$ cat src/logic/lct_pkg.sv
// shared constants, field layout and types for the clock tree and modulator
package lct_pkg;

    ////////////////////////////////////////////////////////////////////////////
    // bus and register map
    localparam int          ADR_W      = 8;
    localparam int          DAT_W      = 32;
    localparam int          SEL_W      = 4;
    localparam int          BYTE_W     = 8;
    localparam logic [7:0]  OFS_CLKDIV = 8'h00;
    localparam logic [7:0]  OFS_PIXCFG = 8'h04;
    localparam logic [7:0]  OFS_PWMCFG = 8'h08;
    localparam logic [7:0]  OFS_STATUS = 8'h0C;
    localparam logic [31:0] ZERO_WORD  = 32'h0000_0000;

    // writable bits of each configuration register; everything else reads as zero
    localparam logic [31:0] MASK_CLKDIV = 32'h0000_FFFF;
    localparam logic [31:0] MASK_PIXCFG = 32'h0000_FF03;
    localparam logic [31:0] MASK_PWMCFG = 32'h00FF_FF0F;

    // all configuration resets to zero: divide by one, sources at input 0,
    // modulator off, force-high off
    localparam logic [31:0] RST_CLKDIV = 32'h0000_0000;
    localparam logic [31:0] RST_PIXCFG = 32'h0000_0000;
    localparam logic [31:0] RST_PWMCFG = 32'h0000_0000;

    ////////////////////////////////////////////////////////////////////////////
    // field positions
    localparam int DIV_W         = 8;
    localparam int SRC_W         = 2;
    localparam int DUTY_W        = 8;
    localparam int BUS_DIV_LSB   = 0;
    localparam int MEM_DIV_LSB   = 8;
    localparam int PIX_SRC_LSB   = 0;
    localparam int PIX_DIV_LSB   = 8;
    localparam int PWM_EN_BIT    = 0;
    localparam int PWM_FORCE_BIT = 1;
    localparam int PWM_SRC_LSB   = 2;
    localparam int PWM_DIV_LSB   = 8;
    localparam int PWM_DUTY_LSB  = 16;
    localparam int ST_PWM_BIT    = 0;
    localparam int ST_PRIM_BIT   = 1;
    localparam int ST_SEC_BIT    = 2;
    localparam int ST_FRAME_LSB  = 8;

    localparam logic [DIV_W-1:0]  DIV_ZERO   = 8'h00;
    localparam logic [DIV_W-1:0]  DIV_ONE    = 8'h01;
    localparam logic [DUTY_W-1:0] FRAME_ZERO = 8'h00;
    localparam logic [DUTY_W-1:0] FRAME_ONE  = 8'h01;
    localparam logic [DUTY_W-1:0] FRAME_LAST = 8'hFF;

    ////////////////////////////////////////////////////////////////////////////
    // source selections
    typedef enum logic [SRC_W-1:0] {
        PIX_SRC_PRIM = 2'h0,
        PIX_SRC_SEC  = 2'h1,
        PIX_SRC_BUS  = 2'h2,
        PIX_SRC_MEM  = 2'h3
    } lct_pix_src_t;

    typedef enum logic [SRC_W-1:0] {
        PWM_SRC_PRIM = 2'h0,
        PWM_SRC_SEC  = 2'h1,
        PWM_SRC_MEM  = 2'h2,
        PWM_SRC_PIX  = 2'h3
    } lct_pwm_src_t;

    // one-cycle rate enables of every clock in the tree
    typedef struct packed {
        logic prim;
        logic sec;
        logic bus;
        logic mem;
        logic pix;
        logic pwm;
    } lct_ticks_t;

endpackage

$ cat src/logic/lct_pin_sync.sv
// three-stage pin synchroniser turning an external clock into a rise pulse
`timescale 1ns/1ns
module lct_pin_sync
    import lct_pkg::*;
(
    // clock and reset
    input  wire logic clk_i,
    input  wire logic rst_i,
    // pin side
    input  wire logic pin_i,
    // clock domain side
    output logic      level_o,
    output logic      rise_o
);

    logic s1;
    logic s2;
    logic s3;

    // s1 feeds s2 only; the level moves once s2 and s3 agree
    always_ff @(posedge clk_i) begin
        if (rst_i) begin
            s1 <= 1'h0;
            s2 <= 1'h0;
            s3 <= 1'h0;
        end else begin
            s1 <= pin_i;
            s2 <= s1;
            s3 <= s2;
        end
    end

    always_ff @(posedge clk_i) begin
        if (rst_i) begin
            level_o <= 1'h0;
            rise_o  <= 1'h0;
        end else begin
            rise_o <= 1'h0;
            if (s2 == s3 && s3 != level_o) begin
                level_o <= s3;
                rise_o  <= s3;
            end
        end
    end

endmodule

$ cat src/logic/lct_tick_div.sv
// programmable divider of a one-cycle rate enable, ratio div_i + 1
`timescale 1ns/1ns
module lct_tick_div
    import lct_pkg::*;
(
    // clock and reset
    input  wire logic             clk_i,
    input  wire logic             rst_i,
    // control
    input  wire logic             en_i,
    input  wire logic [DIV_W-1:0] div_i,
    // rates
    input  wire logic             tick_i,
    output logic                  tick_o
);

    logic [DIV_W-1:0] cnt;

    // >= rather than == so lowering the ratio mid-count never runs 256 extra ticks
    always_ff @(posedge clk_i) begin
        if (rst_i || !en_i) begin
            cnt    <= DIV_ZERO;
            tick_o <= 1'h0;
        end else if (tick_i) begin
            if (cnt >= div_i) begin
                cnt    <= DIV_ZERO;
                tick_o <= 1'h1;
            end else begin
                cnt    <= cnt + DIV_ONE;
                tick_o <= 1'h0;
            end
        end else begin
            tick_o <= 1'h0;
        end
    end

endmodule

$ cat src/logic/lct_top.sv
// clock tree with source selection, dividers and the pulse width modulator
// Summary of operation
// the pixel clock source is chosen from primary input, secondary input, bus or memory clock.
// the pixel clock is its selected source divided by a programmable ratio.
// the bus interface clock always comes from the primary clock input.
// the bus interface clock is the primary input divided by a programmable ratio.
// the memory clock always comes from the bus interface clock, so it scales with it.
// the memory clock is the bus interface clock divided by a programmable ratio.
// software keeps the memory divider at one unless that exceeds 50 MHz, aiming near 50 MHz.
// the modulator base clock logic runs only while its enable is set.
// force-high drives the modulator output high whatever the enable or duty.
// without force-high the output is low when disabled and follows the duty when enabled.
// the modulator source is chosen from primary input, secondary input, memory or pixel clock.
// the modulator source is divided by a programmable ratio and then by a fixed 256.
// in each frame of 256 modulator periods the output is high for the duty count of periods.
// one free-running 8-bit counter gives the 256 division and the duty compare (high below).
// after reset every divider is one and the modulator is off with force-high clear.
`timescale 1ns/1ns
module lct_top
    import lct_pkg::*;
(
    // clock and reset
    input  wire logic             clk_i,
    input  wire logic             rst_i,
    // wishbone slave
    input  wire logic             wb_cyc_i,
    input  wire logic             wb_stb_i,
    input  wire logic             wb_we_i,
    input  wire logic [ADR_W-1:0] wb_adr_i,
    input  wire logic [SEL_W-1:0] wb_sel_i,
    input  wire logic [DAT_W-1:0] wb_dat_i,
    output logic      [DAT_W-1:0] wb_dat_o,
    output logic                  wb_ack_o,
    // external clock pins
    input  wire logic             primary_clock_input_i,
    input  wire logic             secondary_clock_input_i,
    // derived rate enables
    output logic                  bus_clk_en_o,
    output logic                  mem_clk_en_o,
    output logic                  pix_clk_en_o,
    output logic                  pwm_clk_en_o,
    // modulator
    output logic                  pwm_output_o
);

    ////////////////////////////////////////////////////////////////////////////
    // configuration registers and decoded fields

    logic [DAT_W-1:0]  reg_clkdiv;
    logic [DAT_W-1:0]  reg_pixcfg;
    logic [DAT_W-1:0]  reg_pwmcfg;
    logic [DIV_W-1:0]  bus_div;
    logic [DIV_W-1:0]  mem_div;
    logic [DIV_W-1:0]  pix_div;
    logic [DIV_W-1:0]  pwm_div;
    logic [DUTY_W-1:0] pwm_duty;
    lct_pix_src_t      pix_src;
    lct_pwm_src_t      pwm_src;
    logic              pwm_en;
    logic              pwm_force;
    logic              prim_level;
    logic              sec_level;
    logic [DUTY_W-1:0] frame_cnt;
    lct_ticks_t        ticks;
    logic              pix_src_tick;
    logic              pwm_src_tick;
    logic              bus_req;
    logic              wr_take;
    logic [DAT_W-1:0]  next_rd_data;

    assign bus_div   = reg_clkdiv[BUS_DIV_LSB +: DIV_W];
    assign mem_div   = reg_clkdiv[MEM_DIV_LSB +: DIV_W];
    assign pix_div   = reg_pixcfg[PIX_DIV_LSB +: DIV_W];
    assign pix_src   = lct_pix_src_t'(reg_pixcfg[PIX_SRC_LSB +: SRC_W]);
    assign pwm_en    = reg_pwmcfg[PWM_EN_BIT];
    assign pwm_force = reg_pwmcfg[PWM_FORCE_BIT];
    assign pwm_src   = lct_pwm_src_t'(reg_pwmcfg[PWM_SRC_LSB +: SRC_W]);
    assign pwm_div   = reg_pwmcfg[PWM_DIV_LSB +: DIV_W];
    assign pwm_duty  = reg_pwmcfg[PWM_DUTY_LSB +: DUTY_W];

    ////////////////////////////////////////////////////////////////////////////
    // wishbone slave: ack one cycle after the request, writes at the ack edge

    function automatic logic [DAT_W-1:0] merge_bytes(
        input logic [DAT_W-1:0] old_v,
        input logic [DAT_W-1:0] new_v,
        input logic [SEL_W-1:0] sel,
        input logic [DAT_W-1:0] mask
    );
        logic [DAT_W-1:0] res;
        res = old_v;
        for (int b = 0; b < SEL_W; b++) begin
            if (sel[b]) begin
                res[b*BYTE_W +: BYTE_W] = new_v[b*BYTE_W +: BYTE_W];
            end
        end
        return res & mask;
    endfunction

    assign bus_req = wb_cyc_i && wb_stb_i && !wb_ack_o;
    // the master samples ack at this edge, so the write lands exactly then
    assign wr_take = wb_cyc_i && wb_stb_i && wb_ack_o && wb_we_i;

    always_comb begin
        next_rd_data = ZERO_WORD;
        unique case (wb_adr_i)
            OFS_CLKDIV: next_rd_data = reg_clkdiv;
            OFS_PIXCFG: next_rd_data = reg_pixcfg;
            OFS_PWMCFG: next_rd_data = reg_pwmcfg;
            OFS_STATUS: begin
                next_rd_data[ST_PWM_BIT]                   = pwm_output_o;
                next_rd_data[ST_PRIM_BIT]                  = prim_level;
                next_rd_data[ST_SEC_BIT]                   = sec_level;
                next_rd_data[ST_FRAME_LSB +: DUTY_W]       = frame_cnt;
            end
            default: next_rd_data = ZERO_WORD;
        endcase
    end

    // unmapped addresses still ack, reading zero and dropping writes
    always_ff @(posedge clk_i) begin
        if (rst_i) begin
            wb_ack_o <= 1'h0;
            wb_dat_o <= ZERO_WORD;
        end else begin
            wb_ack_o <= bus_req;
            wb_dat_o <= (bus_req && !wb_we_i) ? next_rd_data : ZERO_WORD;
        end
    end

    always_ff @(posedge clk_i) begin
        if (rst_i) begin
            reg_clkdiv <= RST_CLKDIV;
            reg_pixcfg <= RST_PIXCFG;
            reg_pwmcfg <= RST_PWMCFG;
        end else if (wr_take) begin
            unique case (wb_adr_i)
                OFS_CLKDIV: reg_clkdiv <= merge_bytes(reg_clkdiv, wb_dat_i, wb_sel_i, MASK_CLKDIV);
                OFS_PIXCFG: reg_pixcfg <= merge_bytes(reg_pixcfg, wb_dat_i, wb_sel_i, MASK_PIXCFG);
                OFS_PWMCFG: reg_pwmcfg <= merge_bytes(reg_pwmcfg, wb_dat_i, wb_sel_i, MASK_PWMCFG);
                default: begin
                end
            endcase
        end
    end

    ////////////////////////////////////////////////////////////////////////////
    // external clocks become rise pulses on the system clock

    lct_pin_sync u_prim_sync (
        .clk_i   (clk_i),
        .rst_i   (rst_i),
        .pin_i   (primary_clock_input_i),
        .level_o (prim_level),
        .rise_o  (ticks.prim)
    );

    lct_pin_sync u_sec_sync (
        .clk_i   (clk_i),
        .rst_i   (rst_i),
        .pin_i   (secondary_clock_input_i),
        .level_o (sec_level),
        .rise_o  (ticks.sec)
    );

    ////////////////////////////////////////////////////////////////////////////
    // bus and memory clocks: fixed sources, programmable ratios

    lct_tick_div u_bus_div (
        .clk_i  (clk_i),
        .rst_i  (rst_i),
        .en_i   (1'h1),
        .div_i  (bus_div),
        .tick_i (ticks.prim),
        .tick_o (ticks.bus)
    );

    lct_tick_div u_mem_div (
        .clk_i  (clk_i),
        .rst_i  (rst_i),
        .en_i   (1'h1),
        .div_i  (mem_div),
        .tick_i (ticks.bus),
        .tick_o (ticks.mem)
    );

    ////////////////////////////////////////////////////////////////////////////
    // pixel clock

    always_comb begin
        unique case (pix_src)
            PIX_SRC_PRIM: pix_src_tick = ticks.prim;
            PIX_SRC_SEC:  pix_src_tick = ticks.sec;
            PIX_SRC_BUS:  pix_src_tick = ticks.bus;
            PIX_SRC_MEM:  pix_src_tick = ticks.mem;
        endcase
    end

    lct_tick_div u_pix_div (
        .clk_i  (clk_i),
        .rst_i  (rst_i),
        .en_i   (1'h1),
        .div_i  (pix_div),
        .tick_i (pix_src_tick),
        .tick_o (ticks.pix)
    );

    ////////////////////////////////////////////////////////////////////////////
    // modulator base clock, gated by its enable

    always_comb begin
        unique case (pwm_src)
            PWM_SRC_PRIM: pwm_src_tick = ticks.prim;
            PWM_SRC_SEC:  pwm_src_tick = ticks.sec;
            PWM_SRC_MEM:  pwm_src_tick = ticks.mem;
            PWM_SRC_PIX:  pwm_src_tick = ticks.pix;
        endcase
    end

    // disabling clears the divider so a re-enable starts a clean period
    lct_tick_div u_pwm_div (
        .clk_i  (clk_i),
        .rst_i  (rst_i),
        .en_i   (pwm_en),
        .div_i  (pwm_div),
        .tick_i (pwm_src_tick),
        .tick_o (ticks.pwm)
    );

    // one counter is both the fixed 256 divider and the duty reference
    always_ff @(posedge clk_i) begin
        if (rst_i || !pwm_en) begin
            frame_cnt <= FRAME_ZERO;
        end else if (ticks.pwm) begin
            frame_cnt <= frame_cnt + FRAME_ONE;
        end
    end

    // duty 0 keeps the line low; 255 is the widest pulse short of force-high
    always_ff @(posedge clk_i) begin
        if (rst_i) begin
            pwm_output_o <= 1'h0;
        end else if (pwm_force) begin
            pwm_output_o <= 1'h1;
        end else if (!pwm_en) begin
            pwm_output_o <= 1'h0;
        end else begin
            pwm_output_o <= (frame_cnt < pwm_duty);
        end
    end

    ////////////////////////////////////////////////////////////////////////////
    // rate enable outputs, registered once more so each leaves from a flop

    always_ff @(posedge clk_i) begin
        if (rst_i) begin
            bus_clk_en_o <= 1'h0;
            mem_clk_en_o <= 1'h0;
            pix_clk_en_o <= 1'h0;
            pwm_clk_en_o <= 1'h0;
        end else begin
            bus_clk_en_o <= ticks.bus;
            mem_clk_en_o <= ticks.mem;
            pix_clk_en_o <= ticks.pix;
            pwm_clk_en_o <= ticks.pwm;
        end
    end

    ////////////////////////////////////////////////////////////////////////////
    // assertions

    a_bus_from_prim: assert property (
        @(posedge clk_i) disable iff (rst_i)
        ticks.bus |-> $past(ticks.prim))
        else $error("bus clock ticked without a primary input edge");

    a_bus_div_one: assert property (
        @(posedge clk_i) disable iff (rst_i)
        (ticks.prim && bus_div == DIV_ZERO && !$past(rst_i)) |=> ticks.bus)
        else $error("bus divider at one missed a primary edge");

    a_mem_from_bus: assert property (
        @(posedge clk_i) disable iff (rst_i)
        ticks.mem |-> $past(ticks.bus))
        else $error("memory clock ticked without a bus clock tick");

    a_mem_div_one: assert property (
        @(posedge clk_i) disable iff (rst_i)
        (ticks.bus && mem_div == DIV_ZERO) |=> ticks.mem)
        else $error("memory divider at one missed a bus tick");

    a_pix_src_mem: assert property (
        @(posedge clk_i) disable iff (rst_i)
        (pix_src == PIX_SRC_MEM && pix_div == DIV_ZERO && ticks.mem) |=> ticks.pix)
        else $error("pixel clock did not follow the memory clock");

    a_pix_div_two: assert property (
        @(posedge clk_i) disable iff (rst_i)
        (pix_div == DIV_ONE && $stable(pix_div) && ticks.pix) |-> !$past(ticks.pix, 2))
        else $error("pixel divider by two ticked on consecutive source edges");

    a_pwm_src_pix: assert property (
        @(posedge clk_i) disable iff (rst_i)
        (pwm_en && pwm_src == PWM_SRC_PIX && pwm_div == DIV_ZERO && ticks.pix
         && $past(pwm_en)) |=> ticks.pwm)
        else $error("modulator clock did not follow the pixel clock");

    a_pwm_off_quiet: assert property (
        @(posedge clk_i) disable iff (rst_i)
        !pwm_en |=> (!ticks.pwm && frame_cnt == FRAME_ZERO))
        else $error("modulator clock logic active while disabled");

    a_frame_wrap: assert property (
        @(posedge clk_i) disable iff (rst_i)
        (pwm_en && ticks.pwm && frame_cnt == FRAME_LAST) ##1 pwm_en
        |-> frame_cnt == FRAME_ZERO)
        else $error("modulator frame did not wrap after 256 periods");

    a_pwm_force_high: assert property (
        @(posedge clk_i) disable iff (rst_i)
        pwm_force |=> pwm_output_o)
        else $error("force-high did not drive the output high");

    a_pwm_idle_low: assert property (
        @(posedge clk_i) disable iff (rst_i)
        (!pwm_force && !pwm_en) [*2] |-> !pwm_output_o)
        else $error("output not low while modulator disabled");

    a_pwm_duty_cmp: assert property (
        @(posedge clk_i) disable iff (rst_i)
        (pwm_en && !pwm_force) |=> pwm_output_o == ($past(frame_cnt) < $past(pwm_duty)))
        else $error("output does not match the duty compare");

    a_reset_defaults: assert property (
        @(posedge clk_i)
        rst_i |=> (!pwm_output_o && !pwm_en && !pwm_force && bus_div == DIV_ZERO
                   && mem_div == DIV_ZERO && pix_div == DIV_ZERO
                   && pwm_div == DIV_ZERO))
        else $error("configuration not at defaults after reset");

    a_bus_ack_once: assert property (
        @(posedge clk_i) disable iff (rst_i)
        wb_ack_o |=> !wb_ack_o)
        else $error("ack held for more than one cycle");

endmodule

$ cat config.mk
export PLATFORM = sky130hd
export DESIGN_NAME = lct_top
export DESIGN_NICKNAME = d
export VERILOG_FILES = /design/src/logic/lct_pkg.sv /design/src/logic/lct_pin_sync.sv /design/src/logic/lct_tick_div.sv /design/src/logic/lct_top.sv
export SDC_FILE = /design/constraint.sdc
export NUM_CORES = 1
export LEC_CHECK = 0
export ABC_AREA = 1
export BUFFER_PORTS_ARGS = -buffer_cell sky130_fd_sc_hd__clkbuf_2
export CORE_MARGIN = 4
export CORE_UTILIZATION = 40
export DETAILED_ROUTE_END_ITERATION = 10
export PLACE_DENSITY_LB_ADDON = 0.08
export SLEW_MARGIN = 20
export SYNTH_ARGS = -nofsm -noshare
export SYNTH_HDL_FRONTEND = slang
export SYNTH_HIERARCHICAL = 1
export SYNTH_SLANG_ARGS = --single-unit
export TNS_END_PERCENT = 20
$ cat constraint.sdc
create_clock -name clk_i -period 1.75 [get_ports clk_i]
set_input_delay 0.35 -clock clk_i [delete_from_list [all_inputs] [get_ports clk_i]]
set_output_delay 0.35 -clock clk_i [all_outputs]
set_load 0.01 [all_outputs]
== Word-level counts from Yosys, hierarchy flattened ==
Index checks and enable logic that the tools add are counted.
Cells by class
  add/subtract/negate cells: 5
  muxes and demuxes: 15
  shift-type cells: 0
  reductions and logical operators: 29
  bitwise logic cells: 8
  magnitude comparators: 5
  multipliers: 0
  divide/modulo/power cells: 0
  equality and inequality tests: 13
Operator list (number)
  8-bit by 1-bit adder with 8-bit output (second input constant): 5
  8-bit >= comparator: 4
  8-bit two-way mux: 4
  8-bit case mux with 4 select lines: 1
  3-bit AND reduction: 7
  8-bit by 4-bit equality test with 1-bit output (second input constant): 2
  2-bit OR reduction: 7
  3-bit case mux with 4 select lines: 1
  5-bit case mux with 2 select lines: 1
  2-bit equality test (second input constant): 4
  8-bit by 3-bit equality test with 1-bit output (second input constant): 1
  8-bit logical NOT: 1
  8-bit less-than comparator: 1
  1-bit NOT: 8
  1-bit case mux with 4 select lines: 2
  1-bit logical AND: 7
  1-bit two-way mux: 6
  2-bit by 1-bit equality test with 1-bit output (second input constant): 2
  2-bit logical NOT: 2
  1-bit logical NOT: 3
  3-bit OR reduction: 1
  1-bit equality test: 2
  1-bit != test: 2
  1-bit logical OR: 1
Word-level totals
  flip-flop bits (word level): 138
  latch bits: 0
  RAM bits: 0
  logic and storage cells: 109
  bits in read-only memories: 0
  memories: 0
  bits of input ports: 51

== Longest topological paths before layout ==
  word-level depth: 5
  gate-level depth with buffers: 12
  mapped depth without buffers: 12

== By module ==
The synthesis kept the hierarchy.
By module, submodules not included
  lct_top: times used 1, cells each 517, area each 3677.3 um^2
  lct_tick_div at u_bus_div ...: times used 3, cells each 81, area each 618.1 um^2
  lct_tick_div at u_pwm_div: times used 1, cells each 81, area each 620.6 um^2
  lct_pin_sync: times used 2, cells each 20, area each 158.9 um^2

== Worst setup path after synthesis ==
No wires, ideal clock.
  kind: register -> register
  start: reg reg_pwmcfg[2]
  end: reg u_pwm_div.cnt[7]
  arrival time: 1259 ps
  path buffers: 1
  setup slack: 375 ps
  clock period less this slack: 1375 ps
  stages on the path, launching flop included: 10
  data required time: 1634 ps
  cell sequence: dfxtp_1 > o21ai_0 > a21oi_1 > a21oi_1 > buf_6 > nand2_4 > nor2_4 > nand4_1 > xor2_1 > nor2_2
On the way
  longest elaborated chain between the ends: 2
Ends and longest elaborated chain
  start: declaration: line lct_top.sv:51  | logic [DAT_W-1:0] reg_pwmcfg;
  start signal: assignment: line lct_top.sv:140  | OFS_PWMCFG: reg_pwmcfg <= merge_bytes(reg_pwmcfg, wb_dat_i, wb_sel_i, MASK_PWMCFG);
  2-bit equality test, or another cell as far along: line lct_top.sv:212  | unique case (pwm_src)
  1-bit case mux with 4 select lines (*): line lct_top.sv:212
  net pwm_src_tick: line lct_top.sv:66  | logic pwm_src_tick;
  end signal: assignment: line lct_tick_div.sv:29  | cnt <= cnt + DIV_ONE;
  end: declaration: line lct_tick_div.sv:17  | logic [DIV_W-1:0] cnt;
The timed path passes the listed nets; every way through them passes the cells marked *.
A chain may end at the register's enable or synchronous reset.

== Worst setup path in the final report ==
  start: reg reg_pixcfg[13]
  end: reg u_pix_div.cnt[5]
On the way
  longest elaborated chain between the ends: 2
Ends and longest elaborated chain
  start: declaration: line lct_top.sv:50  | logic [DAT_W-1:0] reg_pixcfg;
  start signal: assignment: line lct_top.sv:139  | OFS_PIXCFG: reg_pixcfg <= merge_bytes(reg_pixcfg, wb_dat_i, wb_sel_i, MASK_PIXCFG);
  8-bit >= comparator: line lct_tick_div.sv:25  | if (cnt >= div_i) begin
  8-bit two-way mux: line lct_tick_div.sv:25
  end signal: assignment: line lct_tick_div.sv:29
  end: declaration: line lct_tick_div.sv:17
Every way passes these cells.

==> out/qor.txt <==
result of the run -> finished, final reports clean
Layout Area Growth over Synthesis -> 19.2%
number of buffers created by CTS -> 17
Clock Tree Root -> clkbuf_16
total power after layout -> 6.73 mW
total of hold buffers inserted after clock tree synthesis -> 0
synthesized-area fraction occupied by ao, oa, aoi and oai cells -> 0.0700
YS warnings -> 6
RSZ-0062 raised after global routing -> no
critical setup path kind -> flop to flop
mapped cell area -> 6470 um^2
first element of the critical path -> reg_pixcfg[13]
sequential fraction of the synthesis area -> 0.402
share of async-settable or async-resettable flops after synthesis -> 0
chip height -> 135 um
# rows -> 46
number of buffers inserted to repair setup after CTS -> 0
share of cell area taken by muxes after synthesis -> 0.00619
Port Buf Inserts -> 71
leading register cell type out of synthesis -> dfxtp_1
Total Wirelength -> 14900 um
Worst Setup End Kind -> flop
Seq cells post-synth -> 130
Pre-antenna DRT Iters -> 6
total core area -> 15900 um^2
reported leakage power -> 3.46 nW
Via Count -> 5424
gr ovfl total -> 0
Num Clock Sinks -> 130
post-DR vias/cell -> 4.52
CTS tree -> yes
top-level I/O count -> 89
H-tree level count -> 4
source of the worst register-to-register timing path -> reg_pixcfg[13]
Max Slew Vio Count -> 0
max-cap violation count -> 0
biggest area contributors in the synthesized netlist -> dfxtp_1, nand2_1, ha_1
element type at the critical path start -> flop
ratio of cells with drive above 1 in the final layout -> 0.164
share of the core filled with cells -> 0.486
Post-Place Worst Slack -> 0.0999 ns
most frequent cell after synthesis -> nand2_1
fill cell instance count of the final layout -> 1683
path class of the lowest-slack min-delay path -> input port to flop
post-synthesis share of cell area spent on full adders, half adders and majority gates -> 0.0851
hold violation count in the final report -> 0
Total Die Area -> 18300 um^2
worst endpoint data arrival time -> 1.89 ns
VDD IR-drop max -> 0.000627 V
fraction of post-synthesis cell area in the top cell type by area -> 0.402
pin count of the biggest net entering global routing -> 55
sum of negative setup slack -> 0 ns
highest net fanout along the worst path -> 8
timing-limited maximum frequency -> 648 MHz
Post-CTS Resized -> 0
per-cell routed wire length -> 12.4 um
Final WS setup -> 0.207 ns
die width -> 135 um
distinct cell type count of the synthesized netlist -> 30
global-route wire length before repair -> 25100 um
initial cell density of the core -> 0.407
number of nets with antenna violations after routing -> 0
initial antenna violation count -> 0
clock network latency to the later pin of the worst-skew pair -> 0.41 ns
total routing resource utilization after global routing -> 0.172
detailed placer's ending HPWL -> 11300 um
post-synthesis xor/xnor area fraction -> 0.0325
Syn Area/Cell -> 7.34 um^2
number of global-route vias before repair -> 5128
simple-gate share of the synthesized area -> 0.301
Iteration-0 DRC Markers -> 242
main combinational cell family by area after synthesis -> simple AND/OR/NAND/NOR gates
Max Clock Skew -> 0.00578 ns
EDFF count, synth -> 0
total DRC errors in the routed layout -> 0
number of instances in the synthesized netlist -> 881
clock slew seen by the registers of the worst setup and hold paths -> 0.06 ns
minimum period implied by the final worst setup slack -> 1.54 ns
power per standard cell area -> 873 nW/um^2
buffer depth of the longest clock path -> 2
Synth area leader -> dfxtp_1
Worst Min Path Start -> secondary_clock_input_i
share of the cycle needed by the critical path after routing -> 0.882
antenna cells -> 0
most common library cells after synthesis -> nand2_1, nor2_1, dfxtp_1
number of setup violations in the final report -> 0
nets -> 1067
placer's final routability congestion estimate -> 0.807
Data required, critical path -> 2.10 ns
worst hold slack across all endpoints -> 0.116 ns
[cell families after synthesis]
family / Yosys count
flip-flops: 130
AO/OA/AOI/OAI: 86
AND/OR/NAND/NOR: 438
XOR/XNOR: 24
buffers and inverters: 153
other: 2
multiplexers: 4
adder cells (fa/ha/maj): 44
[flip-flops by register name (all words and copies together), names as in the netlist, 8 cells and up]
| name | flops |
|---|---|
| u_bus_div/cnt | 8 |
| u_pwm_div/cnt | 8 |
| reg_pixcfg | 10 |
| u_mem_div/cnt | 8 |
| frame_cnt | 8 |
| u_pix_div/cnt | 8 |
| wb_dat_o | 24 |
| reg_pwmcfg | 20 |
| reg_clkdiv | 16 |
[cell usage in the layout, fill, tap and decap left out]
cell type,n
nand2_1,185
nor2_1,131
dfxtp_1,130
inv_1,117
nand3_1,73
clkbuf_2,71
a21oi_1,57
ha_1,44
xor2_1,20
buf_4,18
clkbuf_16,17
o21ai_1,11
conb_1,11
nand4_1,10
nand2_4,9
o21ai_0,9
nor2_2,8
inv_2,8
nor2_4,7
nor3_1,6
nand2_2,4
clkinv_4,4
o21bai_1,4
a21o_1,4
mux2i_1,4
xnor2_1,4
nor3_2,3
clkinvlp_4,3
clkinv_2,3
bufinv_16,3
nand3_2,2
clkbuf_1,2
buf_12,2
a211oi_1,1
[final timing paths]
check / depth (start not counted) / slack (ns) / endpoint
worst max register to register: 9 / 0.21 / u_pix_div/cnt[5]
worst max-delay path: 9 / 0.21 / u_pix_div/cnt[5]
worst min-delay path: 3 / 0.12 / u_sec_sync/s1
worst min register to register: 2 / 0.40 / u_prim_sync/s2
[layer usage]
metal	global-route usage	wire, um
met1	0.236	7350
met2	0.272	6720
met3	0.0375	601
met4	0.0554	240
met5	0	0
[through the flow]
step | std cells | instance area, um^2
after floorplan | 890 | 6500
after global placement | 1169 | 7120
after detailed placement | 1169 | 7120
after CTS | 1201 | 7710
after global routing | 1201 | 7710
final | 1201 | 7710
[power breakdown]
part / internal [mW] / switching, mW / leakage [nW] / total, mW
sequential: 2.97 / 0.00249 / 1.05 / 2.97
combinational: 0.0663 / 0.126 / 2.13 / 0.192
clock: 2.24 / 1.33 / 0.283 / 3.57
[critical path: stages (launching register included)]
cell     delay (ns)
dfxtp_1        0.36
inv_1          0.06
ha_1           0.30
a21oi_1        0.15
nor2_1         0.05
nor2_1         0.10
nand3_1        0.14
nand2_1        0.13
nand2_4        0.09
nor2_1         0.10
[area by class of cell]
type / count / area [um^2] / area share
Sequential cell: 130 / 2600 / 0.337
Clock buffer: 19 / 433 / 0.0561
Inverter: 125 / 469 / 0.0608
Clock inverter: 13 / 163 / 0.0211
Multi-Input combinational cell: 607 / 3240 / 0.421
Tap cell: 216 / 270 / 0.0350
Timing Repair Buffer: 91 / 531 / 0.0688
Power figures use the tool's default switching activity.
